`config.mk`:
```
export PLATFORM = sky130hd
export DESIGN_NAME = ivu_unit
export DESIGN_NICKNAME = d
export VERILOG_FILES = /design/src/ivu_pkg.sv /design/src/ivu_link_if.sv /design/src/ivu_source_gate.sv /design/src/ivu_arbiter.sv /design/src/ivu_unit.sv
export SDC_FILE = /design/constraint.sdc
export NUM_CORES = 1
export LEC_CHECK = 0
export ABC_AREA = 1
export BUFFER_PORTS_ARGS = -buffer_cell sky130_fd_sc_hd__buf_4
export CORE_UTILIZATION = 54
export CTS_CLUSTER_DIAMETER = 150
export DETAILED_ROUTE_END_ITERATION = 6
export PLACE_DENSITY = 0.92
export SYNTH_ARGS = -nofsm -noshare
export SYNTH_HDL_FRONTEND = slang
export SYNTH_SLANG_ARGS = --single-unit
```
`constraint.sdc`:
```
create_clock -name clock -period 3.1 [get_ports clock]
set_clock_uncertainty 0.2 [all_clocks]
set_input_delay 0.62 -clock clock [delete_from_list [all_inputs] [get_ports clock]]
set_output_delay 0.62 -clock clock [all_outputs]
set_load 0.1 [all_outputs]
```
`src/ivu_pkg.sv`:
```
// Constants, state codes and helpers shared by the interrupt vector/enable unit.
// Assumes a single core clock domain and special-function byte addressing.
`default_nettype none

package ivu_pkg;

	// ************************************************************
	// Special-function register addresses
	// ************************************************************
	localparam logic [7:0] STD_EN_ADDR       = 8'hc0;
	localparam logic [7:0] STD_PRIO_ADDR     = 8'hc1;
	localparam logic [7:0] EXT_EN_ONE_ADDR   = 8'he6;
	localparam logic [7:0] EXT_PRIO_ONE_ADDR = 8'hce;
	localparam logic [7:0] EXT_EN_TWO_ADDR   = 8'he7;
	localparam logic [7:0] EXT_PRIO_TWO_ADDR = 8'hcf;
	localparam logic [7:0] REG_RESET         = 8'h00;
	localparam logic [7:0] READ_UNMAPPED     = 8'h00;

	// ************************************************************
	// Field positions and source orders
	// ************************************************************
	localparam int          NUM_SRC        = 17;
	localparam int          ORDER_W        = 5;
	localparam int          STD_GLOBAL_BIT = 7;
	localparam int          NUM_AUTO_CLEAR = 4;
	localparam int          PCA_MODULES    = 3;
	localparam logic [4:0]  ORD_RESERVED   = 5'h0d;
	localparam logic [16:0] RESERVED_MASK  = 17'h02000;

	// ************************************************************
	// Vector layout
	// ************************************************************
	localparam logic [15:0] RESET_VECTOR = 16'h0000;
	localparam logic [15:0] VECTOR_BASE  = 16'h0003;

	// Nesting levels of the running handler
	typedef enum logic [1:0] {
		ST_IDLE          = 2'b00,
		ST_LOW           = 2'b01,
		ST_HIGH          = 2'b10,
		ST_HIGH_OVER_LOW = 2'b11
	} ivu_nest_type;

	// Code address of a maskable source: base plus eight per order step
	function automatic logic [15:0] ivu_vector_of(input logic [4:0] order);
		return VECTOR_BASE + {8'h00, order, 3'h0};
	endfunction

endpackage

`default_nettype wire

```
`src/ivu_link_if.sv`:
```
// Carrier between the unit's control file, the source gate and the arbiter.
// Assumes all three sit on the same core clock; the signals are combinational.
`timescale 1ns/10ps
`default_nettype none

interface ivu_link_if;
	logic [16:0] src_any;
	logic [16:0] enable_bits;
	logic [16:0] prio_bits;
	logic [16:0] req_raw;
	logic        allow_low;
	logic        allow_high;
	logic        win_valid;
	logic [4:0]  win_order;
	logic        win_high;

	modport gate (input src_any, input enable_bits, output req_raw);
	modport arb  (input req_raw, input prio_bits, input allow_low, input allow_high,
		output win_valid, output win_order, output win_high);
	modport ctrl (output src_any, output enable_bits, output prio_bits, output allow_low,
		output allow_high, input req_raw, input win_valid, input win_order, input win_high);
endinterface

`default_nettype wire

```
`src/ivu_source_gate.sv`:
```
// Enable gating of the seventeen per-order source requests.
// Assumes src_any already ORs every flag that shares a vector.
`timescale 1ns/10ps
`default_nettype none

module ivu_source_gate (
	// Link to the control file
	ivu_link_if.gate link
);

	// ************************************************************
	// Gating
	// ************************************************************
	// The reserved order never requests, even if its stored bit is set
	always_comb begin
		link.req_raw = link.src_any & link.enable_bits & ~ivu_pkg::RESERVED_MASK; // see RULE_02
	end

endmodule

`default_nettype wire

```
`src/ivu_arbiter.sv`:
```
// Fixed-order, two-level pick of the next request to present to the core.
// Assumes allow_low and allow_high already reflect the running handler level.
`timescale 1ns/10ps
`default_nettype none

module ivu_arbiter (
	// Link to the control file
	ivu_link_if.arb link
);

	logic [16:0] hi_req;
	logic [16:0] lo_req;
	logic [16:0] pick;

	// ************************************************************
	// Selection
	// ************************************************************
	// High level first, then lowest order number wins within the level
	always_comb begin
		hi_req = link.req_raw & link.prio_bits & {17{link.allow_high}}; // see RULE_21
		lo_req = link.req_raw & ~link.prio_bits & {17{link.allow_low}};
		pick = (|hi_req) ? hi_req : lo_req;
		link.win_high = |hi_req; // see RULE_20
		link.win_valid = |pick;
		link.win_order = 5'h00;
		for (int i = ivu_pkg::NUM_SRC - 1; i >= 0; i--) begin
			if (pick[i]) begin
				link.win_order = 5'(i);
			end
		end
	end

endmodule

`default_nettype wire

```
`src/ivu_unit.sv`:
```
// Interrupt vector and enable unit: enable/priority registers, nesting and vector hand-off.
// Assumes peripheral flags and the special-function port are on the core clock.
`timescale 1ns/10ps
`default_nettype none

// How it works
// RULE_01: Reset clears everything, drops any request and is never masked.
// RULE_02: Each maskable order vectors to 0x0003 plus eight times order; 13 unused.
// RULE_03: Order numbers are fixed per source from external 0 up to capsense compare 16.
// RULE_04: External pin and timer 0/1 flags get a clear pulse on vectoring.
// RULE_05: Serial receive and transmit flags share one request, software clears.
// RULE_06: Timer 2 high and low overflow share one request, software clears.
// RULE_07: Four SPI flags share one request at one vector.
// RULE_08: Port match has no flag; its request follows the condition and enable.
// RULE_09: Counter overflow and every module match share one vector, not cleared.
// RULE_10: Comparator rise and fall flags share one vector, not cleared.
// RULE_11: Capsense done and compare use orders 15 and 16, enabled by second register.
// RULE_12: Orders 0-6 use standard registers bits 0-6; orders 7-14 extended bits.
// RULE_13: First extended enable sits at 0xe6, read/write, resets to zero.
// RULE_14: Enable bits: two-wire 0, match 1, window 2, done 3, counter 4, comparator 5, timer3 7.
// RULE_15: Software writes zero to reserved bit 6 of that register.
// RULE_16: Timer 3 enable passes either timer 3 overflow flag, else masks both.
// RULE_17: Comparator enable passes either edge flag, else masks both.
// RULE_18: Clearing counter, match or two-wire enables masks all their requests.
// RULE_19: Window and conversion enables gate the converter window and done flags.
// RULE_20: A priority bit at zero means low level, one means high; resets low.
// RULE_21: High before low, lowest order within a level; high may preempt low.
module ivu_unit (
	// Clock, reset and freeze
	input  wire logic        clock,
	input  wire logic        sys_rst,
	input  wire logic        clk_en,
	// Special-function register port
	input  wire logic [7:0]  sfr_addr,
	input  wire logic [7:0]  sfr_wdata,
	input  wire logic        sfr_write,
	input  wire logic        sfr_read,
	output logic      [7:0]  sfr_rdata,
	// Core vectoring handshake
	output logic             irq_request,
	output logic      [15:0] irq_vector,
	output logic      [4:0]  irq_order,
	output logic             irq_high,
	input  wire logic        vector_ack,
	input  wire logic        handler_return,
	// Hardware clear pulses for orders 0 to 3
	output logic      [3:0]  hw_clear,
	// Peripheral flags
	input  wire logic        ext_pin0_pending,
	input  wire logic        timer0_overflow_flag,
	input  wire logic        ext_pin1_pending,
	input  wire logic        timer1_overflow_flag,
	input  wire logic        serial_receive_done,
	input  wire logic        serial_transmit_done,
	input  wire logic        timer2_high_overflow,
	input  wire logic        timer2_low_overflow,
	input  wire logic        spi_transfer_done,
	input  wire logic        spi_write_collision,
	input  wire logic        spi_mode_fault,
	input  wire logic        spi_receive_overrun,
	input  wire logic        twowire_flag,
	input  wire logic        port_match_active,
	input  wire logic        converter_window_flag,
	input  wire logic        converter_done_flag,
	input  wire logic        counter_array_overflow,
	input  wire logic [2:0]  counter_module_match,
	input  wire logic        comparator_fall_flag,
	input  wire logic        comparator_rise_flag,
	input  wire logic        timer3_high_overflow,
	input  wire logic        timer3_low_overflow,
	input  wire logic        capsense_done_flag,
	input  wire logic        capsense_compare_flag
);

	ivu_link_if link ();

	logic [7:0]           standard_irq_enable_reg;
	logic [7:0]           standard_irq_priority_reg;
	logic [7:0]           extended_irq_enable_one_reg;
	logic [7:0]           extended_irq_priority_one_reg;
	logic [7:0]           extended_irq_enable_two_reg;
	logic [7:0]           extended_irq_priority_two_reg;
	logic [7:0]           sfr_rdata_reg;
	logic [7:0]           sfr_rdata_next;
	ivu_pkg::ivu_nest_type nest_reg;
	ivu_pkg::ivu_nest_type nest_next;
	logic                 irq_request_reg;
	logic [15:0]          irq_vector_reg;
	logic [4:0]           irq_order_reg;
	logic                 irq_high_reg;
	logic [3:0]           hw_clear_reg;
	logic [3:0]           hw_clear_next;
	logic                 global_enable;
	logic                 ack_taken;

	// ************************************************************
	// Sub-blocks
	// ************************************************************
	ivu_source_gate u_gate (
		.link (link)
	);

	ivu_arbiter u_arb (
		.link (link)
	);

	// ************************************************************
	// Source collection
	// ************************************************************
	// Shared flags are ORed so that any one of them raises the order's request
	always_comb begin
		link.src_any = {
			capsense_compare_flag,                            // see RULE_11
			capsense_done_flag,
			timer3_high_overflow | timer3_low_overflow,       // see RULE_16
			1'b0,
			comparator_rise_flag | comparator_fall_flag,      // see RULE_10
			counter_array_overflow | (|counter_module_match), // see RULE_09
			converter_done_flag,                              // see RULE_19
			converter_window_flag,
			port_match_active,                                // see RULE_08
			twowire_flag,
			spi_transfer_done | spi_write_collision | spi_mode_fault | spi_receive_overrun, // see RULE_07
			timer2_high_overflow | timer2_low_overflow,       // see RULE_06
			serial_receive_done | serial_transmit_done,       // see RULE_05
			timer1_overflow_flag,                             // see RULE_03
			ext_pin1_pending,
			timer0_overflow_flag,
			ext_pin0_pending
		};
	end

	// Register bits laid out in order number, standard bits first
	always_comb begin
		link.enable_bits = {extended_irq_enable_two_reg[1:0], extended_irq_enable_one_reg,
			standard_irq_enable_reg[6:0]}; // see RULE_12, see RULE_14, see RULE_18
		link.prio_bits = {extended_irq_priority_two_reg[1:0], extended_irq_priority_one_reg,
			standard_irq_priority_reg[6:0]}; // see RULE_12
	end

	// Only a level above the running handler may be presented
	always_comb begin
		global_enable = standard_irq_enable_reg[ivu_pkg::STD_GLOBAL_BIT];
		link.allow_low = global_enable && (nest_reg == ivu_pkg::ST_IDLE);
		link.allow_high = global_enable && ((nest_reg == ivu_pkg::ST_IDLE) || (nest_reg == ivu_pkg::ST_LOW)); // see RULE_21
	end

	// ************************************************************
	// Register file
	// ************************************************************
	// Writes store the whole byte; the reserved bit is kept but never requests
	always_ff @(posedge clock) begin
		if (sys_rst) begin
			standard_irq_enable_reg <= ivu_pkg::REG_RESET;
			standard_irq_priority_reg <= ivu_pkg::REG_RESET;
			extended_irq_enable_one_reg <= ivu_pkg::REG_RESET; // see RULE_13
			extended_irq_priority_one_reg <= ivu_pkg::REG_RESET; // see RULE_20
			extended_irq_enable_two_reg <= ivu_pkg::REG_RESET;
			extended_irq_priority_two_reg <= ivu_pkg::REG_RESET;
		end else if (clk_en && sfr_write) begin
			case (sfr_addr)
				ivu_pkg::STD_EN_ADDR:       standard_irq_enable_reg <= sfr_wdata;
				ivu_pkg::STD_PRIO_ADDR:     standard_irq_priority_reg <= sfr_wdata;
				ivu_pkg::EXT_EN_ONE_ADDR:   extended_irq_enable_one_reg <= sfr_wdata; // see RULE_13
				ivu_pkg::EXT_PRIO_ONE_ADDR: extended_irq_priority_one_reg <= sfr_wdata;
				ivu_pkg::EXT_EN_TWO_ADDR:   extended_irq_enable_two_reg <= sfr_wdata;
				ivu_pkg::EXT_PRIO_TWO_ADDR: extended_irq_priority_two_reg <= sfr_wdata;
				default: ;
			endcase
		end
	end

	// Read mux; unmapped addresses read as zero
	always_comb begin
		case (sfr_addr)
			ivu_pkg::STD_EN_ADDR:       sfr_rdata_next = standard_irq_enable_reg;
			ivu_pkg::STD_PRIO_ADDR:     sfr_rdata_next = standard_irq_priority_reg;
			ivu_pkg::EXT_EN_ONE_ADDR:   sfr_rdata_next = extended_irq_enable_one_reg;
			ivu_pkg::EXT_PRIO_ONE_ADDR: sfr_rdata_next = extended_irq_priority_one_reg;
			ivu_pkg::EXT_EN_TWO_ADDR:   sfr_rdata_next = extended_irq_enable_two_reg;
			ivu_pkg::EXT_PRIO_TWO_ADDR: sfr_rdata_next = extended_irq_priority_two_reg;
			default:                    sfr_rdata_next = ivu_pkg::READ_UNMAPPED;
		endcase
	end

	// Read data is held until the next read
	always_ff @(posedge clock) begin
		if (sys_rst) begin
			sfr_rdata_reg <= ivu_pkg::REG_RESET;
		end else if (clk_en && sfr_read) begin
			sfr_rdata_reg <= sfr_rdata_next;
		end
	end

	// ************************************************************
	// Nesting state
	// ************************************************************
	assign ack_taken = vector_ack && irq_request_reg;

	// A taken high request over a low handler nests; return unwinds one level
	always_comb begin
		nest_next = nest_reg;
		case (nest_reg)
			ivu_pkg::ST_IDLE: begin
				if (ack_taken) begin
					nest_next = irq_high_reg ? ivu_pkg::ST_HIGH : ivu_pkg::ST_LOW;
				end
			end
			ivu_pkg::ST_LOW: begin
				if (ack_taken && irq_high_reg) begin
					nest_next = ivu_pkg::ST_HIGH_OVER_LOW; // see RULE_21
				end else if (handler_return) begin
					nest_next = ivu_pkg::ST_IDLE;
				end
			end
			ivu_pkg::ST_HIGH: begin
				if (handler_return) begin
					nest_next = ivu_pkg::ST_IDLE;
				end
			end
			ivu_pkg::ST_HIGH_OVER_LOW: begin
				if (handler_return) begin
					nest_next = ivu_pkg::ST_LOW;
				end
			end
			default: nest_next = ivu_pkg::ST_IDLE;
		endcase
	end

	always_ff @(posedge clock) begin
		if (sys_rst) begin
			nest_reg <= ivu_pkg::ST_IDLE; // see RULE_01
		end else if (clk_en) begin
			nest_reg <= nest_next;
		end
	end

	// ************************************************************
	// Request and vector to the core
	// ************************************************************
	// The request is dropped in the cycle it is taken so the core never sees a stale repeat
	always_ff @(posedge clock) begin
		if (sys_rst) begin
			irq_request_reg <= 1'b0; // see RULE_01
			irq_vector_reg <= ivu_pkg::RESET_VECTOR;
			irq_order_reg <= 5'h00;
			irq_high_reg <= 1'b0;
		end else if (clk_en) begin
			irq_request_reg <= link.win_valid && !ack_taken;
			irq_vector_reg <= ivu_pkg::ivu_vector_of(link.win_order); // see RULE_02
			irq_order_reg <= link.win_order;
			irq_high_reg <= link.win_high;
		end
	end

	// Only the four lowest orders have flags that hardware clears on vectoring
	always_comb begin
		hw_clear_next = 4'h0;
		if (ack_taken && (irq_order_reg < 5'(ivu_pkg::NUM_AUTO_CLEAR))) begin
			hw_clear_next = 4'h1 << irq_order_reg[1:0]; // see RULE_04
		end
	end

	// One-cycle clear pulse; other flags are left for software
	always_ff @(posedge clock) begin
		if (sys_rst) begin
			hw_clear_reg <= 4'h0;
		end else if (clk_en) begin
			hw_clear_reg <= hw_clear_next; // see RULE_05, see RULE_06, see RULE_09
		end
	end

	assign sfr_rdata = sfr_rdata_reg;
	assign irq_request = irq_request_reg;
	assign irq_vector = irq_vector_reg;
	assign irq_order = irq_order_reg;
	assign irq_high = irq_high_reg;
	assign hw_clear = hw_clear_reg;
endmodule

`default_nettype wire

```
==> reports/summary.txt <==
largest net degree at the start of global routing - 38
Initial Utilization - 57.3%
syn_area_per_cell - 7.02 sq um
total CTS buffers - 9
WL/cell - 16.5 um
Final Hold Fails - 0
root buffer cell - clkbuf_8
antenna violations before repair - 0
cell family with most CP delay - simple AND/OR/NAND/NOR gates
1st-pass router iterations - 5
Critical Path Slowest Stage Cell - dfxtp_1
Post-synth EDFFs - 0
die area - 7270 sq um
setup_tns - 0 ns
Detail Route Antenna Nets - 0
Setup-failing EPs final - 0
layout cells sized above 1 - 20.0%
Die Y - 85.2 um
Clock Sink Count - 70
CP dominant cell by count - nand2_1
vias post-DR - 4057
PostCTS Resize Cnt - 0
nature of the critical path startpoint - register
DR vias/cell - 5.99
P_leak - 1.74 nW
tightest hold margin - 0.259 ns
DP HPWL - 8410 um
worst min path class - reg2reg
initial drt markers - 455
kind of critical path - reg2reg
register bit total from synthesis - 70
first-pass GRT wire length - 17600 um
f_max - 388 MHz
I/O Buffers - 74
most common cell in the netlist - nand2_1
top post-synthesis cells by count - 82 x nand2_1, 70 x dfxtp_1, 60 x inv_1
number of nets in the layout - 644
Pwr per Cell Area - 415 nW/um^2
peak supply drop - 0.324 mV
synth-to-layout area growth - 18.3%
post-synth design cell area - 3740 sq um
period utilisation layout - 83.1%
Req. time, crit path - 3.12 ns
Clock Latency Late Sink - 0.35 ns
setup repair after global routing missed its margin - no
Max Slew Vio Count - 0
Clock Pin Slew Worst Setup and Hold Paths - 0.08 ns
# diodes - 0
Post-Synthesis Cells - 533
crit-path max FO - 16
CORE AREA - 6530 sq um
DRC violations left - 0
CTS tree - built
arrival time worst endpoint - 2.60 ns
FFs w/ async S/R, synth - 0%
Boundary Pins - 84
Die Wd - 85.2 um
Yosys top cell area share - 37.5%
GP Congestion - 0.941
GRT overflow - 0
count of different cell masters after synthesis - 40
Synth area leaders - dfxtp_1 37%, nand2_1 8.2%, a21oi_1 6.3%, inv_1 6.0%, nand3_1 5.8%
Worst Max-Slew Pin Slew - 0.933 ns
H-tree depth - 3
# rows - 29
WL final - 11200 um
CP Cell Sequence - inv_2, nand2_4, inv_2, nand3_1, nand3_1, nor2_4, nand2_4, nand2_1, nand2_1, nand3_1, nand2_1, nand2_1, nand2_1, nand2_1, nand2_1, nand2_1, nand2_1, nand2_1, nand2_1, nand2_1, nand2_1, nand2_1, a21oi_2
leading area contributor after synthesis - dfxtp_1
worst path bufs/invs - 2
Post-CTS Repair Setup Buffers - 0
CTS Buffer Depth - 2
max-cap viol count - 0
CP max stage delay - 0.42 ns
CP endpoint kind - register
fin area - 4430 sq um
outcome - complete, no violations
area post-placement - 4250 sq um
vias in the first global route - 3597
GRT Overall Usage - 31.9%
Layout fillers - 558
Yosys warnings - 0
CTS Hold Bufs - 0
Top FF cell, synth - dfxtp_1
sequential area share after synthesis - 37.5%
Worst slew margin - 37.7%
Tmin final - 2.58 ns
==> worst paths after layout <==
path	endpoint	start	slack (ns)	cells past startpoint
worst max-delay path	irq_order[0]	nest_reg[1]	0.52	23
worst min-delay path	extended_irq_priority_two_reg[7]	extended_irq_priority_two_reg[7]	0.26	2
worst min register to register	extended_irq_priority_two_reg[7]	extended_irq_priority_two_reg[7]	0.26	2
worst max register to register	irq_order[0]	nest_reg[1]	0.52	23
==> cells in the final DEF (no fill, tap or decap), types with 2 or more instances in the layout <==
master	n
nand2_1	82
buf_4	80
dfxtp_1	70
inv_1	60
nor2_1	50
a21oi_1	47
nand3_1	43
o21ai_0	39
nor3_1	15
o22ai_1	13
nand4_1	13
a221oi_1	11
conb_1	9
clkbuf_8	9
a211oi_1	8
inv_2	6
a41oi_1	5
nand3_2	3
a21oi_2	3
clkinvlp_4	3
nor4_1	2
nand3b_1	2
a31oi_1	2
nand2_4	2
a21o_1	2
nor2_2	2
nor2_4	2
o21a_1	2
o21ai_1	2
clkinv_2	2
==> metrics by stage <==
step | utilization, % | instances | power (W) | worst slack, ns
final | 67.8 | 677 | 0.00184 | 0.523
after global routing | 67.8 | 677 | 0.00190 | 0.257
after CTS | 67.8 | 677 | 0.00184 | 0.557
after detailed placement | 65.1 | 661 | 0.00119 | 0.399
after global placement | 65.1 | 661 | 0.00119 | 0.447
after floorplan | - | 541 | 0.00111 | 0.677
==> worst register-to-register path: stages (launching register included) <==
cell and delay [ns]:
dfxtp_1 0.42, inv_2 0.07, nand2_4 0.17, inv_2 0.09
nand3_1 0.13, nand3_1 0.14, nor2_4 0.19, nand2_4 0.14
nand2_1 0.13, nand2_1 0.08, nand3_1 0.07, nand2_1 0.05
nand2_1 0.05, nand2_1 0.04, nand2_1 0.05, nand2_1 0.05
nand2_1 0.05, nand2_1 0.04, nand2_1 0.05, nand2_1 0.04
nand2_1 0.05, nand2_1 0.04, nand2_1 0.06, a21oi_2 0.05
==> power breakdown <==
part	total, W	switching, W	internal [W]	leakage [nW]
registers	0.000914	0.00000582	0.000908	0.566
logic	0.000260	0.000193	0.0000667	1.09
clock network	0.000664	0.000373	0.000291	0.0816
==> cells by family after synthesis <==
family          synth area share (%)
buf+inv                         12.4
other cells                    0.100
simple gates                    28.2
flops                           37.5
compound gates                  21.8
==> area by class of cell <==
class                           count  area [sq um]  area share (%)
Multi-Input combinational cell    368          1910            43.1
Sequential cell                    70          1400            31.7
Timing Repair Buffer               80           601            13.6
Inverter                           66           248            5.60
Clock buffer                        9           124            2.80
Tap cell                           77          96.3            2.18
Clock inverter                      7          50.0            1.13
==> per-layer routing <==
layer,global-route usage [%],wire (um),vias up,share of wire (%)
li1,-,-,1929,-
met1,41.3,4610,1849,41
met2,50.9,5120,243,46
met3,7.30,1080,36,9.6
met4,14.5,384,0,3.4
met5,0,0,-,0
(Power assumes the default switching activity.)
